File: src/rtl/pse_evt_pkg.sv
package pse_evt_pkg;

    ////////////////////////////////////////////////////////////////////////////
    // Command codes on the management link.
    localparam logic [7:0] CMD_DET_VIEW   = 8'h04;
    localparam logic [7:0] CMD_DET_CLEAR  = 8'h05;
    localparam logic [7:0] CMD_FLT_VIEW   = 8'h06;
    localparam logic [7:0] CMD_FLT_CLEAR  = 8'h07;
    localparam logic [7:0] CMD_SL_VIEW    = 8'h08;
    localparam logic [7:0] CMD_SL_CLEAR   = 8'h09;
    localparam logic [7:0] CMD_POWER_ON   = 8'h19;
    localparam logic [7:0] CMD_ALLOC      = 8'h29;
    localparam logic [7:0] EVENT_RESET    = 8'h00;
    localparam logic [7:0] UNMAPPED_DATA  = 8'h00;

    ////////////////////////////////////////////////////////////////////////////
    // Field positions inside each event register.
    localparam int HI_LSB = 4;
    localparam int LO_LSB = 0;

    // Summary bit positions and mask positions.
    localparam int SUM_DET   = 0;
    localparam int SUM_CLS   = 1;
    localparam int SUM_DIS   = 2;
    localparam int SUM_FAULT = 3;
    localparam int SUM_START = 4;
    localparam logic [4:0] SUM_RESET = 5'h00;

    ////////////////////////////////////////////////////////////////////////////
    // Host APB register map.
    localparam logic [31:0] HOST_CMD_OFS    = 32'h0000_0000;
    localparam logic [31:0] HOST_STAT_OFS   = 32'h0000_0004;
    localparam int          CMD_CODE_LSB    = 0;
    localparam int          CMD_WDATA_LSB   = 8;
    localparam int          CMD_WRITE_BIT   = 16;
    localparam int          STAT_BUSY_BIT   = 0;
    localparam int          STAT_RDATA_LSB  = 8;
    localparam logic [31:0] HOST_CMD_RESET  = 32'h0000_0000;
    localparam logic [31:0] APB_READ_RESET  = 32'h0000_0000;

    typedef enum logic [1:0]
    {
        MODE_MANUAL = 2'b00,
        MODE_SEMI   = 2'b01,
        MODE_AUTO   = 2'b11
    } op_mode_t;

    typedef enum logic [1:0]
    {
        H_IDLE = 2'b00,
        H_SEND = 2'b01,
        H_WAIT = 2'b11
    } host_state_t;

endpackage : pse_evt_pkg

File: src/rtl/pse_mgmt_if.sv
interface pse_mgmt_if;
    logic       cmd_valid;
    logic       cmd_write;
    logic [7:0] cmd_code;
    logic [7:0] cmd_wdata;
    logic       rsp_valid;
    logic [7:0] rsp_data;

    modport dev
    (
        input  cmd_valid,
        input  cmd_write,
        input  cmd_code,
        input  cmd_wdata,
        output rsp_valid,
        output rsp_data
    );

    modport host
    (
        output cmd_valid,
        output cmd_write,
        output cmd_code,
        output cmd_wdata,
        input  rsp_valid,
        input  rsp_data
    );
endinterface : pse_mgmt_if

File: src/rtl/pse_event_dev.sv
module pse_event_dev
    import pse_evt_pkg::*;
(
    // Clock and reset.
    input  wire logic       pclk,
    input  wire logic       presetn,
    // Management link.
    pse_mgmt_if.dev         bus,
    // Per-channel discovery results, one-cycle pulses.
    input  wire logic [3:0] detect_done,
    input  wire logic [3:0] detect_changed,
    input  wire logic [3:0] class_done,
    input  wire logic [3:0] class_changed,
    // Per-channel fault pulses.
    input  wire logic [3:0] disconnect_evt,
    input  wire logic [3:0] overload_evt,
    input  wire logic [3:0] limit_evt,
    input  wire logic [3:0] start_evt,
    input  wire logic [3:0] chan_off,
    // Port configuration, one bit per channel pair, and the operating mode.
    input  wire logic [1:0] four_pair,
    input  wire logic [1:0] dual_sig,
    input  wire logic [1:0] power_on_pending,
    input  wire op_mode_t   op_mode,
    // Settings.
    input  wire logic       class_change_only_sel,
    input  wire logic       detect_change_only_sel,
    input  wire logic [3:0] overload_shutdown_dis,
    input  wire logic [4:0] irq_mask,
    input  wire logic       irq_global_allow,
    // Outputs to the rest of the controller.
    output logic            int_n,
    output logic      [4:0] summary,
    output logic      [3:0] power_on_request,
    output logic      [3:0] shutdown_req
);
    logic [7:0] det_q;
    logic [7:0] det_d;
    logic [7:0] flt_q;
    logic [7:0] flt_d;
    logic [7:0] sl_q;
    logic [7:0] sl_d;
    logic [7:0] det_set;
    logic [7:0] flt_set;
    logic [7:0] sl_set;
    logic [7:0] off_mask;
    logic       clr_det;
    logic       clr_flt;
    logic       clr_sl;
    logic [3:0] det_evt;
    logic [3:0] cls_evt;
    logic [3:0] det_fire;
    logic [3:0] cls_fire;
    logic [3:0] fp4;
    logic [3:0] ds4;
    logic [3:0] dis_set;
    logic [1:0] det_together;
    logic [1:0] cls_together;
    logic [4:0] summary_d;
    logic       rsp_valid_q;
    logic [7:0] rsp_data_q;
    logic [3:0] power_on_q;
    logic       int_n_q;
    logic [4:0] summary_q;
    logic [3:0] shutdown_q;

    ////////////////////////////////////////////////////////////////////////////
    // Discovery events and 4-pair aggregation.

    assign fp4 = {four_pair[1], four_pair[1], four_pair[0], four_pair[0]};
    assign ds4 = {dual_sig[1], dual_sig[1], dual_sig[0], dual_sig[0]};

    assign cls_evt = class_done & (~{4{class_change_only_sel}} | class_changed);
    assign det_evt = detect_done & (~{4{detect_change_only_sel}} | detect_changed);

    // Merged results are released in the cycle the second channel completes,
    // well inside the 5 ms allowance, so no wait timer is needed.
    for (genvar p = 0; p < 2; p++)
    begin : g_port
        // Auto mode with a dual-signature load runs a staggered turn-on.
        assign det_together[p] = four_pair[p] && !power_on_pending[p]
                                 && !(dual_sig[p] && op_mode == MODE_AUTO);
        // A single-signature load classifies on one pair only, so never waits.
        assign cls_together[p] = four_pair[p] && dual_sig[p] && !power_on_pending[p]
                                 && op_mode == MODE_SEMI;

        pse_pair_merge u_det_merge
        (
            .pclk     (pclk),
            .presetn  (presetn),
            .done     (det_evt[2*p +: 2]),
            .together (det_together[p]),
            .off      (chan_off[2*p +: 2]),
            .set      (det_fire[2*p +: 2])
        );

        pse_pair_merge u_cls_merge
        (
            .pclk     (pclk),
            .presetn  (presetn),
            .done     (cls_evt[2*p +: 2]),
            .together (cls_together[p]),
            .off      (chan_off[2*p +: 2]),
            .set      (cls_fire[2*p +: 2])
        );
    end

    assign det_set = {cls_fire, det_fire};

    ////////////////////////////////////////////////////////////////////////////
    // Fault events.

    // A single-signature disconnect is mirrored onto the partner channel.
    assign dis_set = disconnect_evt
                     | ({disconnect_evt[2], disconnect_evt[3],
                         disconnect_evt[0], disconnect_evt[1]} & fp4 & ~ds4);
    // Overload flags follow each channel's own timeout pulse.
    assign flt_set = {dis_set, overload_evt};
    assign sl_set  = {limit_evt, start_evt};

    ////////////////////////////////////////////////////////////////////////////
    // Command decode.

    always_comb
    begin
        clr_det = 1'b0;
        clr_flt = 1'b0;
        clr_sl  = 1'b0;
        if (bus.cmd_valid && !bus.cmd_write)
        begin
            clr_det = bus.cmd_code == CMD_DET_CLEAR;
            clr_flt = bus.cmd_code == CMD_FLT_CLEAR;
            clr_sl  = bus.cmd_code == CMD_SL_CLEAR;
        end
    end

    assign off_mask = {chan_off, chan_off};

    // A new event wins over both the read clear and the turn-off clear.
    assign det_d = (det_q & ~{8{clr_det}} & ~off_mask) | det_set;
    assign flt_d = (flt_q & ~{8{clr_flt}} & ~off_mask) | flt_set;
    assign sl_d  = (sl_q  & ~{8{clr_sl}}  & ~off_mask) | sl_set;

    always_ff @(posedge pclk or negedge presetn)
    begin
        if (!presetn)
        begin
            det_q <= EVENT_RESET;
            flt_q <= EVENT_RESET;
            sl_q  <= EVENT_RESET;
        end
        else
        begin
            det_q <= det_d;
            // Only the flag is cleared; the timeout counters live elsewhere.
            flt_q <= flt_d;
            sl_q  <= sl_d;
        end
    end

    ////////////////////////////////////////////////////////////////////////////
    // Link answer: the old value is returned by both aliases.

    always_ff @(posedge pclk or negedge presetn)
    begin
        if (!presetn)
        begin
            rsp_valid_q <= 1'b0;
            rsp_data_q  <= UNMAPPED_DATA;
        end
        else
        begin
            rsp_valid_q <= bus.cmd_valid;
            if (bus.cmd_valid && !bus.cmd_write)
            begin
                unique case (bus.cmd_code)
                    CMD_DET_VIEW, CMD_DET_CLEAR: rsp_data_q <= det_q;
                    CMD_FLT_VIEW, CMD_FLT_CLEAR: rsp_data_q <= flt_q;
                    CMD_SL_VIEW,  CMD_SL_CLEAR:  rsp_data_q <= sl_q;
                    default:                     rsp_data_q <= UNMAPPED_DATA;
                endcase
            end
            else if (bus.cmd_valid)
            begin
                rsp_data_q <= UNMAPPED_DATA;
            end
        end
    end

    assign bus.rsp_valid = rsp_valid_q;
    assign bus.rsp_data  = rsp_data_q;

    ////////////////////////////////////////////////////////////////////////////
    // Power-on requests written by the host.

    always_ff @(posedge pclk or negedge presetn)
    begin
        if (!presetn)
            power_on_q <= 4'h0;
        else if (bus.cmd_valid && bus.cmd_write && bus.cmd_code == CMD_POWER_ON)
            power_on_q <= bus.cmd_wdata[3:0];
        else
            power_on_q <= 4'h0;
    end

    ////////////////////////////////////////////////////////////////////////////
    // Overload shutdown: a channel with shutdown disabled stays powered.

    always_ff @(posedge pclk or negedge presetn)
    begin
        if (!presetn)
            shutdown_q <= 4'h0;
        else
            shutdown_q <= overload_evt & ~overload_shutdown_dis;
    end

    ////////////////////////////////////////////////////////////////////////////
    // Summary and interrupt, computed from next flag values so that a
    // clear-on-read drops the pin in the same edge as the flags.

    always_comb
    begin
        summary_d            = SUM_RESET;
        summary_d[SUM_DET]   = |det_d[LO_LSB +: 4];
        summary_d[SUM_CLS]   = |det_d[HI_LSB +: 4];
        summary_d[SUM_DIS]   = |flt_d[HI_LSB +: 4];
        summary_d[SUM_FAULT] = |flt_d[LO_LSB +: 4] | |sl_d[HI_LSB +: 4];
        summary_d[SUM_START] = |sl_d[LO_LSB +: 4];
    end

    always_ff @(posedge pclk or negedge presetn)
    begin
        if (!presetn)
        begin
            summary_q <= SUM_RESET;
            int_n_q   <= 1'b1;
        end
        else
        begin
            summary_q <= summary_d;
            int_n_q   <= !(irq_global_allow && |(summary_d & irq_mask));
        end
    end

    assign int_n            = int_n_q;
    assign summary          = summary_q;
    assign power_on_request = power_on_q;
    assign shutdown_req     = shutdown_q;

endmodule : pse_event_dev

File: src/rtl/pse_pair_merge.sv
module pse_pair_merge
(
    // Clock and reset.
    input  wire logic       pclk,
    input  wire logic       presetn,
    // Per-channel completion pulses of one port.
    input  wire logic [1:0] done,
    input  wire logic       together,
    input  wire logic [1:0] off,
    // Flag set pulses.
    output logic      [1:0] set
);
    logic [1:0] pend_q;
    logic [1:0] pend_d;

    // A channel turned off forgets a result that was still waiting for its partner.
    assign pend_d = (pend_q | done) & ~off;
    assign set    = together ? ((&pend_d) ? 2'b11 : 2'b00) : done;

    always_ff @(posedge pclk or negedge presetn)
    begin
        if (!presetn)
            pend_q <= 2'b00;
        else if (together && !(&pend_d))
            pend_q <= pend_d;
        else
            pend_q <= 2'b00;
    end
endmodule : pse_pair_merge

File: src/flat_wrapper.sv
// flat-port wrapper written by rule: the top's interface ports become plain ports
module pse_event_dev_flat import pse_evt_pkg::*;
  (pclk, presetn, detect_done, detect_changed, class_done, class_changed, disconnect_evt, overload_evt, limit_evt, start_evt, chan_off, four_pair, dual_sig, power_on_pending, op_mode, class_change_only_sel, detect_change_only_sel, overload_shutdown_dis, irq_mask, irq_global_allow, int_n, summary, power_on_request, shutdown_req, bus_cmd_valid, bus_cmd_write, bus_cmd_code, bus_cmd_wdata, bus_rsp_valid, bus_rsp_data);
  pse_mgmt_if bus_i ();
  input  wire logic pclk;
  input  wire logic presetn;
  input  wire logic [3:0] detect_done;
  input  wire logic [3:0] detect_changed;
  input  wire logic [3:0] class_done;
  input  wire logic [3:0] class_changed;
  input  wire logic [3:0] disconnect_evt;
  input  wire logic [3:0] overload_evt;
  input  wire logic [3:0] limit_evt;
  input  wire logic [3:0] start_evt;
  input  wire logic [3:0] chan_off;
  input  wire logic [1:0] four_pair;
  input  wire logic [1:0] dual_sig;
  input  wire logic [1:0] power_on_pending;
  input  wire op_mode_t op_mode;
  input  wire logic class_change_only_sel;
  input  wire logic detect_change_only_sel;
  input  wire logic [3:0] overload_shutdown_dis;
  input  wire logic [4:0] irq_mask;
  input  wire logic irq_global_allow;
  output logic int_n;
  output logic      [4:0] summary;
  output logic      [3:0] power_on_request;
  output logic      [3:0] shutdown_req;
  input wire logic [$bits(bus_i.cmd_valid)-1:0] bus_cmd_valid;
  input wire logic [$bits(bus_i.cmd_write)-1:0] bus_cmd_write;
  input wire logic [$bits(bus_i.cmd_code)-1:0] bus_cmd_code;
  input wire logic [$bits(bus_i.cmd_wdata)-1:0] bus_cmd_wdata;
  output wire logic [$bits(bus_i.rsp_valid)-1:0] bus_rsp_valid;
  output wire logic [$bits(bus_i.rsp_data)-1:0] bus_rsp_data;
  assign bus_i.cmd_valid = bus_cmd_valid;
  assign bus_i.cmd_write = bus_cmd_write;
  assign bus_i.cmd_code = bus_cmd_code;
  assign bus_i.cmd_wdata = bus_cmd_wdata;
  assign bus_rsp_valid = bus_i.rsp_valid;
  assign bus_rsp_data = bus_i.rsp_data;
  pse_event_dev u_core (.pclk(pclk), .presetn(presetn), .bus(bus_i), .detect_done(detect_done), .detect_changed(detect_changed), .class_done(class_done), .class_changed(class_changed), .disconnect_evt(disconnect_evt), .overload_evt(overload_evt), .limit_evt(limit_evt), .start_evt(start_evt), .chan_off(chan_off), .four_pair(four_pair), .dual_sig(dual_sig), .power_on_pending(power_on_pending), .op_mode(op_mode), .class_change_only_sel(class_change_only_sel), .detect_change_only_sel(detect_change_only_sel), .overload_shutdown_dis(overload_shutdown_dis), .irq_mask(irq_mask), .irq_global_allow(irq_global_allow), .int_n(int_n), .summary(summary), .power_on_request(power_on_request), .shutdown_req(shutdown_req));
endmodule
File: config.mk
export PLATFORM = sky130hd
export DESIGN_NAME = pse_event_dev_flat
export DESIGN_NICKNAME = d
export VERILOG_FILES = /design/src/rtl/pse_evt_pkg.sv /design/src/rtl/pse_mgmt_if.sv /design/src/rtl/pse_event_dev.sv /design/src/rtl/pse_pair_merge.sv /design/src/flat_wrapper.sv
export SDC_FILE = /design/constraint.sdc
export NUM_CORES = 1
export LEC_CHECK = 0
export BUFFER_PORTS_ARGS = -buffer_cell sky130_fd_sc_hd__buf_2
export CAP_MARGIN = 5
export CORE_ASPECT_RATIO = 0.75
export CORE_MARGIN = 1
export CORE_UTILIZATION = 49
export DETAILED_ROUTE_END_ITERATION = 10
export PLACE_DENSITY = 0.84
export SYNTH_ARGS = -nofsm -noshare
export SYNTH_HDL_FRONTEND = slang
export SYNTH_SLANG_ARGS = --single-unit
File: constraint.sdc
create_clock -name pclk -period 2.35 [get_ports pclk]
set_input_delay 0.705 -clock pclk [delete_from_list [all_inputs] [get_ports pclk]]
set_output_delay 0.705 -clock pclk [all_outputs]
set_load 0.02 [all_outputs]
* After elaboration in Yosys (flattened, before gate mapping)
Cells that the tools add are included.
** Word-level totals
- Input port bits :: 76
- Flip-flop bits (word level) :: 55
- Logic and storage cells :: 123
** Cells by class
- Muxes and demuxes :: 19
- Bitwise gates (word level) :: 37
- Reductions and logical operators :: 45
- Equal/unequal tests :: 9
** Operators with widths (count)
- 8-bit AND :: 6
- 8-bit by 3-bit == test with 1-bit output (second input constant) :: 4
- 8-bit NOT :: 4
- 2-bit two-way mux :: 12
- 8-bit OR :: 3
- 8-bit one-hot mux with 3 select lines :: 1
- 4-bit OR reduction :: 6
- 4-bit AND :: 5
- 1-bit logical AND :: 20
- 8-bit by 4-bit == test with 1-bit output (second input constant) :: 2
- 8-bit two-way mux :: 2
- 4-bit NOT :: 4
- 4-bit OR :: 3
- 1-bit zero test :: 10
- 2-bit AND :: 4
- 8-bit by 5-bit == test with 1-bit output (second input constant) :: 1
- 2-bit OR :: 4
- 2-bit AND reduction :: 4
- 2-bit OR reduction :: 3
- 5-bit AND :: 1
- 5-bit OR reduction :: 1
- 4-bit two-way mux :: 1
- 2-bit NOT :: 2
- 1-bit two-way mux :: 3
- 4 further kinds :: 4

* Longest topological paths before layout
Gate-level depths: netlist (run 1).
- Word-level depth :: 14
- Mapped depth :: 8

* By module
Synthesis (run 1) repeated with hierarchy kept, for this count alone.
** Unflattened totals
- Cell total of the unflattened synthesis :: 255
- Area, all modules :: 2782.7 µm²
** By module, submodules not included
- pse_event_dev :: sequential area each 1177.4 µm², area an instance 2247.2 µm², cells each 203, times used 1
- pse_pair_merge :: sequential area each 50.0 µm², area an instance 133.9 µm², cells each 13, times used 4

* Worst setup path after synthesis (run 1)
Ideal clock, no wire load.
- Path kind :: input -> register
- From :: input port bus_cmd_code[5]
- To :: register u_core.int_n_q (netlist: u_core.int_n)
- Setup time :: 59 ps
- Cell stages on the path :: 8
- Required time :: 2291 ps
- Slack :: -853 ps
- Arrival time :: 3144 ps
- Cell sequence :: or4_4 > buf_6 > or4_4 > a31oi_1 > nand4_1 > or4_4 > a222oi_1 > a21bo_1
** On the way
- Cells in the longest elaborated chain, start to end :: 12
** Ends and longest elaborated chain
- start: declaration :: line flat_wrapper.sv:31 : input wire logic [$bits(bus_i.cmd_code)-1:0] bus_cmd_code;
- 8-bit by 3-bit == test with 1-bit output or 8-bit by 4-bit == test with 1-bit output (tied branches) :: line pse_event_dev.sv:132, pse_event_dev.sv:133
- 1-bit two-way mux :: line pse_event_dev.sv:129 : if (bus.cmd_valid && !bus.cmd_write)
- 8-bit NOT (on tied branches) :: line pse_event_dev.sv:141, pse_event_dev.sv:142
- 8-bit AND (on tied branches) (2 in series) :: line pse_event_dev.sv:141, pse_event_dev.sv:142
- 8-bit OR (on tied branches) :: line pse_event_dev.sv:141, pse_event_dev.sv:142
- 4-bit OR reduction :: line pse_event_dev.sv:227 : summary_d[SUM_FAULT] = |flt_d[LO_LSB +: 4] | |sl_d[HI_LSB +: 4];
- 1-bit OR (*) :: line pse_event_dev.sv:227
- via u_core.summary_d[3] :: line pse_event_dev.sv:59 : logic [4:0] summary_d;
- 5-bit AND (*) :: line pse_event_dev.sv:241 : int_n_q <= !(irq_global_allow && |(summary_d & irq_mask));
- 5-bit OR reduction (*) :: line pse_event_dev.sv:241
- 1-bit logical AND (*) :: line pse_event_dev.sv:241
- 1-bit zero test (*) :: line pse_event_dev.sv:241
- end signal: assignment :: line pse_event_dev.sv:241
- end: declaration :: line pse_event_dev.sv:63 : logic int_n_q;
Mark *: on every way through the listed nets, which the timed path passes. The rest lies on a longest branch.
A chain may end at the register's enable or synchronous reset.

* Final worst setup path (run 1)
- From :: input port bus_cmd_code[6]
- To :: register u_core.int_n_q (netlist: u_core.int_n)
** RTL lines
- 8-bit by 3-bit == test with 1-bit output :: line pse_event_dev.sv:132 : clr_flt = bus.cmd_code == CMD_FLT_CLEAR;
- 1-bit two-way mux :: line pse_event_dev.sv:129
- 8-bit NOT :: line pse_event_dev.sv:141 : assign flt_d = (flt_q & ~{8{clr_flt}} & ~off_mask) | flt_set;
- 8-bit AND (2 in series) :: line pse_event_dev.sv:141
- 8-bit OR :: line pse_event_dev.sv:141
- via u_core.flt_d[5] :: line pse_event_dev.sv:40 : logic [7:0] flt_d;
- 4-bit OR reduction :: line pse_event_dev.sv:226 : summary_d[SUM_DIS] = |flt_d[HI_LSB +: 4];
- via u_core.summary_d[2] :: line pse_event_dev.sv:59
- 5-bit AND :: line pse_event_dev.sv:241
- 5-bit OR reduction :: line pse_event_dev.sv:241
- 1-bit logical AND :: line pse_event_dev.sv:241
- 1-bit zero test :: line pse_event_dev.sv:241
The timed path passes the listed nets, and every way through them passes these cells.

==> Implementation_results.wiki, run 1 <==
{| class="wikitable"
! Metric !! Value
|-
| Remaining Overflow, GRT || 0
|-
| Global placement routability congestion || 0.8918
|-
| Number of different library cells in the post-synthesis netlist || 42
|-
| Routed vias/inst || around 5.6
|-
| CP endpoint kind || flop
|-
| Achievable frequency || between 300 and 400 MHz
|-
| Max transition margin || 0.5844
|-
| Die Y || between 60 and 70 µm
|-
| Wire length of the first global-routing pass || between 10,000 and 15,000 µm
|-
| Synthesized Nets || approximately 330
|-
| Cell count after placement || roughly 440
|-
| Relative area change from synthesis to final layout || 42.91%
|-
| Post-route setup slack || -581.7 ps
|-
| Library cell appearing most often on the critical path || or4_4
|-
| Initial core utilization || 0.5167
|-
| Cells after synthesis || about 250
|-
| Register area share after synthesis || 0.5381
|-
| Post-DP HPWL || about 5600 µm
|-
| Cell type contributing the most total cell area after synthesis || dfrtp_1
|-
| Final net count || between 400 and 500
|-
| Leakage || about 1.8 nW
|-
| Post-synth EDFFs || 0
|-
| Flop and latch count out of synthesis || 55
|-
| Num CTS Buffers || 5
|-
| Synth Warn # || 0
|-
| Antenna violations before repair || 0
|-
| Die Area || about 5500 µm²
|-
| Post-synth design cell area || between 2000 and 3000 µm²
|-
| Wire length per cell after detailed routing || between 15 and 20 µm
|-
| Total power per unit cell area || about 520 nW/µm²
|-
| Via count of the first global-routing pass || between 2,000 and 3,000
|-
| Cell Count, Final, Fillers Out || 458
|-
| Proportion of layout cells with a drive suffix above 1 || 0.4472
|-
| Worst setup slack for register-to-register paths || 160 ps
|-
| CTS tree || done
|-
| Number of setup violations in the final report || 6
|-
| Insertion delay to the later sink of the worst-skew pair || roughly 310 ps
|-
| Largest driver fanout on the critical path || 6
|-
| Final count of pins violating max slew || 0
|-
| Post-route fraction of the period consumed by the critical path || 1.248
|-
| Count leader, synth || dfrtp_1
|-
| Count of TritonRoute iterations in the first routing pass || 4
|-
| Startpoint of the worst register-to-register path || u_core.g_port[1].u_cls_merge.pend_q[1]
|-
| Number of endpoints with negative hold slack in the final report || 0
|-
| Filler cell count || between 300 and 400
|-
| Post-Route Skew || roughly 9.6 ps
|-
| Asr flop ratio synth || 1.000
|-
| Ranking of synthesized cells by instance count || dfrtp_1, inv_1, nor2_1
|-
| Number of cells on the worst reg-to-reg path || 7
|-
| Slowest CP cell || or4_4
|-
| Critical path cell sequence || buf_6, or4_4, buf_4, nor4_4, nor2_1, a221o_1, or4_4, a222oi_1, a21bo_1
|-
| Top cells by area, synth || dfrtp_1, inv_1, a22oi_1
|-
| Clock period minus final worst setup slack || slightly below 3000 ps
|-
| Row count || 22
|-
| Flip-flop cell with the highest count after synthesis || dfrtp_1
|-
| Highest routing layer actually used || met4
|-
| Horizontal extent of the die || between 80 and 90 µm
|-
| Via total after detailed routing || roughly 2,600
|-
| DRT antenna net count || 0
|-
| IR drop worst, VDD || 0.2669 mV
|-
| Met3 routed wirelength || 511 µm
|-
| Number of I/O port buffers || 94
|-
| Area fraction of the dominant cell type after synthesis || 0.5279
|-
| Violated checks || negative setup slack
|-
| Critical Path AT || between 3000 and 4000 ps
|-
| Setup Crit Path Kind || in -> reg
|-
| Core region area || approximately 5000 µm²
|-
| Number of max-cap violations || 0
|-
| Antenna diode instance count || 0
|-
| Initial DRC Count || roughly 200
|-
| Reg-to-reg critical path endpoint || u_core.int_n
|-
| Critical path data required time || 2610 ps
|-
| M1 WL || about 3400 µm
|-
| Transition time of the tightest slew-check pin || 618.7 ps
|-
| Worst Setup Start Kind || primary input
|-
| Number of levels in the clock H-tree || 2
|-
| Post-Synthesis Mean Instance Area || about 10 µm²
|-
| Clock transition at the register clock pins on the worst setup and hold paths after CTS || 100 ps
|-
| Pin count of the biggest net entering global routing || 33
|-
| HP Class || in -> async
|-
| Hold-fix buffers at CTS || 0
|-
| Buffer levels on the longest clock path || 2
|-
| Total routed wirelength || roughly 7400 µm
|-
| Total met2 wirelength after detailed routing || between 3000 and 4000 µm
|-
| RSZ-0062 raised after global routing || true
|-
| Remaining routing DRC violations || 0
|-
| Buffer type at the clock tree root || clkbuf_8
|-
| CTS sink cnt || 55
|-
| Maximum single-stage delay on the critical path || roughly 570 ps
|-
| Global-route usage over all layers || 0.2911
|-
| IO Pins || just under 100
|-
| Outcome || finished with violations
|-
| Worst hold-check slack || 380.1 ps
|}
## where the power goes
group,internal (W),switching (W),total [W]
Clock,0.000215,0.000317,0.000532
Sequential,0.000989,0.0000250,0.00101
Combinational,0.000169,0.000178,0.000347
## worst max path at each step
stage | start | endpoint | slack (ps)
after floorplan | bus_cmd_code[5] | u_core.int_n | -760
after global placement | bus_cmd_code[5] | u_core.int_n | -900
after detailed placement | bus_cmd_code[5] | u_core.int_n | -990
after CTS | bus_cmd_code[6] | u_core.int_n | -590
after global routing | bus_cmd_code[4] | u_core.int_n | -620
final | bus_cmd_code[6] | u_core.int_n | -580
## logic make-up after synthesis
group | count (synthesis) | share of synthesized area
DFF | 55 | 0.5381
and+or+nand+nor | 93 | 0.2014
buffers and inverters | 29 | 0.04545
muxes | 5 | 0.02199
AOI/OAI and AO/OA | 70 | 0.1931
## cells in the final DEF, fill, tap and decap left out, types with 3 or more instances in the layout
cell type / synthesis / layout
mux2_2: 5 / 5
clkbuf_8: 0 / 5
nand3_1: 5 / 4
a31oi_1: 7 / 3
or3_1: 3 / 3
and2_1: 4 / 4
nor3b_1: 5 / 4
nor3_1: 8 / 7
nand2_1: 15 / 15
a21o_1: 6 / 6
nor2_1: 24 / 23
a221o_1: 4 / 4
a31oi_2: 0 / 4
nand2b_1: 6 / 6
nor2b_1: 8 / 8
o21ai_0: 10 / 10
inv_1: 25 / 25
o22ai_1: 9 / 9
dfrtp_1: 54 / 54
buf_2: 0 / 93
a21oi_1: 7 / 7
buf_4: 0 / 45
a31o_2: 3 / 3
or4_4: 3 / 6
a22oi_1: 12 / 11
## worst max-delay path: cells and delay by family
kind / cells / cell delay [ps]
AND/OR/NAND/NOR: 4 / 1410
buffers and inverters: 2 / 260
AO/OA/AOI/OAI: 3 / 810
## area by class of cell
| class | instances | area [µm²] | share of cell area |
|---|---|---|---|
| clock buffers | 6 | 72.57 | 0.01984 |
| clock inverters | 2 | 16.27 | 0.004446 |
| inverters | 25 | 93.84 | 0.02565 |
| multi-input cells | 168 | 1157 | 0.3163 |
| flip-flops and latches | 55 | 1378 | 0.3765 |
| well taps | 60 | 75.07 | 0.02052 |
| repair buffers | 142 | 865.8 | 0.2367 |
## per-layer routing
metal  up-vias  GRT usage
met5         -          0
met4         0    0.06250
met3         8    0.05987
met2       101     0.4700
met1      1236     0.4099
li1       1207          -
## timing repair
item                       CTS  global route
pin swaps                   13             1
setup buffers                6             1
setup endpoints to repair    6             6
gates resized for setup     16             1
## flip-flops by register name (all words and copies together), names as in the netlist
name,count
u_core.power_on_request,4
u_core.flt_q,8
u_core.bus.rsp_data,8
u_core.g_port.u_cls_merge.pend_q,4
u_core.int_n,1
u_core.bus.rsp_valid,1
u_core.shutdown_req,4
u_core.summary,5
u_core.sl_q,8
u_core.g_port.u_det_merge.pend_q,4
u_core.det_q,8
## stage by stage
step                      instance area, µm²  utilization  total power (W)  TNS, ps  setup slack, ps
after CTS                               3645       0.7356         0.001889    -1239           -586.1
after detailed placement                3433       0.6929         0.001354    -5024           -988.9
after global routing                    3659       0.7384         0.001967    -1728           -624.5
after floorplan                         2577            -         0.001156    -2244           -758.1
final                                   3659       0.7384         0.001894    -1493           -581.7
after global placement                  3433       0.6929         0.001343    -4128           -902.6
(Power assumes the default switching activity.)
==> run 2: changes to the inputs <==
--- a/config.mk
+++ b/config.mk
@@ -7,7 +7,7 @@
 export LEC_CHECK = 0
 export BUFFER_PORTS_ARGS = -buffer_cell sky130_fd_sc_hd__buf_2
 export CAP_MARGIN = 5
-export CORE_ASPECT_RATIO = 0.75
+export CORE_ASPECT_RATIO = 1.75
 export CORE_MARGIN = 1
 export CORE_UTILIZATION = 49
 export DETAILED_ROUTE_END_ITERATION = 10
==> run 2 against run 1 <==
Net effect:
- the run still ends with negative setup slack left
- critical endpoint unchanged
- sequential share of layout area increased by 0.26 points
- utilization down 0.84 points
- wire length rose by 2.8%
- critical path type unchanged
==> Implementation_results.wiki, run 2 (synthesis gave the netlist of run 1 again) <==
{| class="wikitable"
! Metric !! Value
|-
| Outcome || finished with violations
|-
| Violated checks || negative setup slack
|-
| Pin count of the biggest net entering global routing || 27 (-18%)
|-
| DRT antenna net count || 0 (unchanged)
|-
| Leakage || 1.764 nW (-0.70%)
|-
| Count of TritonRoute iterations in the first routing pass || 5 (+1)
|-
| Met3 routed wirelength || 358 µm (-30%)
|-
| Die Area || 5529 µm² (+0.16%)
|-
| Setup Crit Path Kind || in -> reg
|-
| Slowest CP cell || or4_4
|-
| Critical path data required time || 2610 ps (about the same)
|-
| Row count || 34 (+55%)
|-
| Wire length per cell after detailed routing || 16.89 µm (+5.1%)
|-
| M1 WL || 2586 µm (-23%)
|-
| Sum of buffers and inverters on the critical path || 2 (unchanged)
|-
| RSZ-0062 raised after global routing || true
|-
| Global-route usage over all layers || 0.2790 (-0.01207)
|-
| Via count of the first global-routing pass || 2,630 (+1.7%)
|-
| Transition time of the tightest slew-check pin || 652.4 ps (+33.78 ps)
|-
| Initial DRC Count || 115 (-44%)
|-
| Post-route setup slack || -576.3 ps (+5.406 ps)
|-
| Maximum single-stage delay on the critical path || 610 ps (+40 ps)
|-
| Core region area || 4977 µm² (+0.45%)
|-
| Clock period minus final worst setup slack || 2926 ps (-5.406 ps)
|-
| Remaining routing DRC violations || 0 (unchanged)
|-
| Max transition margin || 0.5617 (-0.02269)
|-
| Dpl ws || -1007 ps (-17.69 ps)
|-
| Most common cell after layout, fill and taps aside || buf_2
|-
| Post-Route Skew || 6.651 ps (-2.973 ps)
|-
| Worst Setup Start Kind || primary input
|-
| IR drop worst, VDD || 0.5174 mV (+94%)
|-
| Horizontal extent of the die || 56.64 µm (-34%)
|-
| Final net count || 469 (-0.85%)
|-
| Critical Path AT || 3180 ps (about the same)
|-
| Number of setup violations in the final report || 6 (unchanged)
|-
| Insertion delay to the later sink of the worst-skew pair || 310 ps (about the same)
|-
| Global placement routability congestion || 0.8780 (-1.5%)
|-
| Relative area change from synthesis to final layout || 41.94%
|-
| Hold-fix buffers at CTS || 0 (unchanged)
|-
| IO Pins || 99 (unchanged)
|-
| Total routed wirelength || 7567 µm (+2.8%)
|-
| Number of max-cap violations || 0 (unchanged)
|-
| Num CTS Buffers || 5 (unchanged)
|-
| Achievable frequency || 341.7 MHz (+0.18%)
|-
| CTS tree || done
|-
| Die Y || 97.62 µm (+51%)
|-
| Buffer levels on the longest clock path || 2 (unchanged)
|-
| CP endpoint kind || flop
|-
| HP Class || in -> async
|-
| Initial core utilization || 0.5143 (-0.002338)
|-
| Post-DP HPWL || 5775 µm (+3.1%)
|-
| Highest routing layer actually used || met4
|-
| Clock transition at the register clock pins on the worst setup and hold paths after CTS || 100 ps (about the same)
|-
| Number of I/O port buffers || 94 (unchanged)
|-
| Largest driver fanout on the critical path || 6 (unchanged)
|-
| Proportion of layout cells with a drive suffix above 1 || 0.4518 (+0.004540)
|-
| Number of endpoints with negative hold slack in the final report || 0 (unchanged)
|-
| Antenna diode instance count || 0 (unchanged)
|-
| CTS sink cnt || 55 (unchanged)
|-
| Largest delay contributor family on the critical path || simple AND/OR/NAND/NOR gates
|-
| Antenna violations before repair || 0 (unchanged)
|-
| Commonest non-fill, non-tap cells in the layout || buf_2, dfrtp_1, buf_4, inv_1, nor2_1
|-
| Buffer type at the clock tree root || clkbuf_8
|-
| Total power per unit cell area || 515.8 nW/µm² (-0.36%)
|-
| Library cell appearing most often on the critical path || or4_4
|-
| Post-route fraction of the period consumed by the critical path || 1.245 (-0.002300)
|-
| Critical path cell sequence || buf_6, or4_4, nor4_4, buf_4, nor3b_2, or3_1, or4_4, a22oi_1, a21bo_1
|-
| Wire length of the first global-routing pass || 11,760 µm (-4.5%)
|-
| Remaining Overflow, GRT || 0 (unchanged)
|-
| Total met2 wirelength after detailed routing || 4257 µm (+25%)
|-
| Setup TNS after final layout || -1342 ps (+151.0 ps)
|-
| Final count of pins violating max slew || 0 (unchanged)
|-
| Routed vias/inst || 5.728 (+2.8%)
|-
| Number of levels in the clock H-tree || 2 (unchanged)
|-
| Via total after detailed routing || 2,566 (+0.55%)
|}
## run 2: cell count changes in the layout (fill, tap and decap cells not counted), sizes merged
cell / previous run / this run
clkinv: 0 / 1
buf: 142 / 138
inv: 26 / 25
## run 2: worst paths after layout
path / start / cells after the start / endpoint / slack (ps)
worst min register to register: u_core.sl_q[1] / 1 / u_core.sl_q[1] / 520
worst min-delay path: presetn / 1 / u_core.shutdown_req[1] / 390
min in group pclk: u_core.sl_q[1] / 1 / u_core.sl_q[1] / 520
worst max register to register: u_core.g_port[1].u_cls_merge.pend_q[1] / 7 / u_core.int_n / 180
max in group asynchronous: presetn / 2 / u_core.flt_q[1] / 1350
worst max-delay path: bus_cmd_code[6] / 9 / u_core.int_n / -580
## run 2: layout make-up
type / instances / area [µm²]
Clock buffer: 6 / 72.57
Multi-Input combinational cell: 168 / 1175
Clock inverter: 2 / 12.51
Sequential cell: 55 / 1378
Inverter: 25 / 93.84
Fill cell: 366 / 1344
Timing Repair Buffer: 138 / 834.6
Tap cell: 54 / 67.56
## run 2: report_power, final
group | leakage [nW] | switching, W | total [W] | internal, W
Combinational | 1.06 | 0.000177 | 0.000344 | 0.000167
Sequential | 0.662 | 0.0000273 | 0.00102 | 0.000989
Clock | 0.0412 | 0.000305 | 0.000514 | 0.000209
Total | 1.76 | 0.000509 | 0.00187 | 0.00137
## run 2: layer usage
metal / GRT usage / vias to the layer above
li1: - / 1201
met1: 0.2781 / 1220
met2: 0.5303 / 115
met3: 0.02796 / 30
met4: 0.1651 / 0
met5: 0 / -
## run 2: per-stage QoR
step	total power, W	util	instances	hold slack (ps)	area (µm²)
2_1_floorplan	0.001156	-	252	409.4	2577
3_3_place_gp	0.001339	0.6828	435	484.8	3398
3_5_place_dp	0.001350	0.6828	435	493.1	3398
4_1_cts	0.001865	0.7179	445	404.9	3573
5_1_grt	0.001945	0.7300	448	425.2	3633
6_report	0.001874	0.7300	448	390.0	3633
## run 2: what timing repair did
action                     CTS  global route
buffers inserted             2             5
setup endpoints to repair    5             7
gates resized for setup     15             9
hold endpoints to repair     0             0
pin swaps                   12             6
==> run 3: changes to the inputs <==
--- a/config.mk
+++ b/config.mk
@@ -11,7 +11,8 @@
 export CORE_MARGIN = 1
 export CORE_UTILIZATION = 49
 export DETAILED_ROUTE_END_ITERATION = 10
-export PLACE_DENSITY = 0.84
+export PLACE_DENSITY = 0.81
+export SKIP_LAST_GASP = 1
 export SYNTH_ARGS = -nofsm -noshare
 export SYNTH_HDL_FRONTEND = slang
 export SYNTH_SLANG_ARGS = --single-unit
==> run 3 against run 2 <==
Net effect:
- the flow still finishes with violations (negative setup slack)
- maximum frequency fell by 2.2%
- non-clock buffer count shrank 1
- design area grew 0.17%
- register-to-register slack worse by 20 ps
- critical path type unchanged
- critical endpoint unchanged
- highest routed layer unchanged
==> Implementation_results.wiki, run 3 (synthesis gave the netlist of run 1 again) <==
{| class="wikitable"
! Metric !! Value
|-
| Post-Route Skew || 8.352 ps (+1.700 ps)
|-
| IO Pins || 99 (unchanged)
|-
| Global-route usage over all layers || 0.2822 (+0.003198)
|-
| Post-route design area || 3640 µm² (+0.17%)
|-
| CP endpoint kind || flop
|-
| Violated checks || negative setup slack
|-
| Insertion delay to the later sink of the worst-skew pair || 310 ps (about the same)
|-
| Initial core utilization || 0.5143 (unchanged)
|-
| Global placement routability congestion || 0.8536 (-2.8%)
|-
| Core region area || 4977 µm² (unchanged)
|-
| Wire length per cell after detailed routing || 16.33 µm (-3.3%)
|-
| RSZ-0062 raised after global routing || true
|-
| Met3 routed wirelength || 330 µm (-7.8%)
|-
| CTS sink cnt || 55 (unchanged)
|-
| Buffer levels on the longest clock path || 2 (unchanged)
|-
| Max transition margin || 0.5481 (-0.01358)
|-
| Outcome || finished with violations
|-
| Row count || 34 (unchanged)
|-
| Highest routing layer actually used || met4
|-
| Remaining Overflow, GRT || 0 (unchanged)
|-
| Relative area change from synthesis to final layout || 42.18%
|-
| Worst Setup Start Kind || primary input
|-
| Critical path data required time || 2600 ps (about the same)
|-
| Total routed wirelength || 7301 µm (-3.5%)
|-
| Transition time of the tightest slew-check pin || 677.8 ps (+25.39 ps)
|-
| Routed vias/inst || 5.597 (-2.3%)
|-
| DRT antenna net count || 0 (unchanged)
|-
| Largest delay contributor family on the critical path || simple AND/OR/NAND/NOR gates
|-
| Die Area || 5529 µm² (unchanged)
|-
| Number of setup violations in the final report || 5 (-1)
|-
| Antenna violations before repair || 0 (unchanged)
|-
| Proportion of layout cells with a drive suffix above 1 || 0.4377 (-0.01412)
|-
| Commonest non-fill, non-tap cells in the layout || buf_2, dfrtp_1, buf_4, inv_1, nor2_1
|-
| Worst hold-check slack || 510.3 ps (+120.3 ps)
|-
| Antenna diode instance count || 0 (unchanged)
|-
| Library cell appearing most often on the critical path || or4_4
|-
| Leakage || 1.772 nW (+0.40%)
|-
| Via count of the first global-routing pass || 2,575 (-2.1%)
|-
| Number of levels in the clock H-tree || 2 (unchanged)
|-
| Largest driver fanout on the critical path || 5 (-1)
|-
| Placed Area || 3401 µm² (about the same)
|-
| Setup Crit Path Kind || in -> reg
|-
| Post-DP HPWL || 5462 µm (-5.4%)
|-
| CTS tree || done
|-
| Horizontal extent of the die || 56.64 µm (unchanged)
|-
| Clock period minus final worst setup slack || 2993 ps (+66.66 ps)
|-
| Critical path cell sequence || buf_6, or4_4, or4_4, a31oi_2, nand4_1, or4_4, a222oi_1, a21bo_1
|-
| Die Y || 97.62 µm (unchanged)
|-
| Num CTS Buffers || 5 (unchanged)
|-
| Critical Path AT || 3250 ps (+70 ps)
|-
| Final count of pins violating max slew || 0 (unchanged)
|-
| Post-route fraction of the period consumed by the critical path || 1.274 (+0.02836)
|-
| Total power per unit cell area || 548.8 nW/µm² (+6.4%)
|-
| Via total after detailed routing || 2,502 (-2.5%)
|-
| Filler cell count || 393 (+7.4%)
|-
| Achievable frequency || 334.1 MHz (-2.2%)
|-
| Initial DRC Count || 90 (-22%)
|-
| Post-route setup slack || -642.9 ps (-66.66 ps)
|-
| Worst setup slack for register-to-register paths || 160 ps (-20 ps)
|-
| Number of endpoints with negative hold slack in the final report || 0 (unchanged)
|-
| HP Class || in -> async
|-
| Total met2 wirelength after detailed routing || 4018 µm (-5.6%)
|-
| Slowest CP cell || or4_4
|-
| Number of max-cap violations || 0 (unchanged)
|-
| Clock transition at the register clock pins on the worst setup and hold paths after CTS || 90 ps (about the same)
|-
| Final net count || 468 (-0.21%)
|-
| Number of I/O port buffers || 94 (unchanged)
|-
| Pin count of the biggest net entering global routing || 56 (+110%)
|-
| M1 WL || 2539 µm (-1.8%)
|-
| Most common cell after layout, fill and taps aside || buf_2
|-
| Count of TritonRoute iterations in the first routing pass || 5 (unchanged)
|-
| Hold-fix buffers at CTS || 0 (unchanged)
|-
| Buffer type at the clock tree root || clkbuf_8
|-
| IR drop worst, VDD || 0.5301 mV (+2.4%)
|-
| Maximum single-stage delay on the critical path || 600 ps (about the same)
|-
| Dpl ws || -1075 ps (-68.74 ps)
|-
| Wire length of the first global-routing pass || 11,890 µm (+1.1%)
|-
| Remaining routing DRC violations || 0 (unchanged)
|-
| Sum of buffers and inverters on the critical path || 1 (-1)
|}
-- run 3: cell count changes in the layout (fill, tap and decap cells not counted), sizes merged --
| cell | before | now |
|---|---|---|
| clkinvlp | 1 | 0 |
| buf | 138 | 137 |
| bufinv | 0 | 1 |
-- run 3: area by class of cell --
type | instances | area (µm²) | area share
multi-input cells | 168 | 1176 | 0.3231
inverters | 25 | 93.84 | 0.02578
flip-flops and latches | 55 | 1378 | 0.3785
repair buffers | 137 | 807.0 | 0.2217
clock inverters | 2 | 35.03 | 0.009625
well taps | 54 | 67.56 | 0.01856
clock buffers | 6 | 82.58 | 0.02269
-- run 3: what timing repair did --
item / CTS / global route
buffers inserted: 2 / 0
resized for setup: 15 / 4
setup endpoints to repair: 5 / 6
pin swaps: 14 / 4
-- run 3: power by group --
group | switching [W] | internal (W)
registers | 0.0000275 | 0.000989
clock network | 0.000305 | 0.000345
logic | 0.000172 | 0.000158
-- run 3: worst paths after layout --
path,end,start,cells past startpoint
setup reg to reg,u_core.int_n,u_core.g_port[0].u_cls_merge.pend_q[1],7
setup / recovery,u_core.int_n,bus_cmd_code[6],8
hold reg to reg,u_core.bus.rsp_data[2],u_core.bus.rsp_data[2],2
min in group pclk,u_core.bus.rsp_data[2],u_core.bus.rsp_data[2],2
max in group asynchronous,u_core.g_port[0].u_det_merge.pend_q[0],presetn,2
hold / removal,u_core.power_on_request[0],presetn,2
-- run 3: worst reg2reg max path: stages, from the launching register on --
cell,delay [ps]
dfrtp_1,380
nor3b_1,170
nor3_1,90
nor4bb_1,180
or3_1,440
or4_4,530
a22oi_1,210
a21bo_1,140
-- run 3: layer usage --
metal,global-route usage,vias up
met5,0,-
met4,0.1932,0
met3,0.04660,25
met2,0.5104,101
met1,0.2822,1181
li1,-,1195
-- run 3: metrics by stage --
step                cells  utilization  setup TNS [ps]  power, W
finish                447       0.7313           -1458  0.001997
global route          447       0.7313           -1722  0.002069
CTS                   447       0.7247           -1264  0.001993
detailed placement    437       0.6833           -4491  0.001338
global placement      437       0.6833           -3811  0.001331
floorplan             252            -           -2244  0.001156
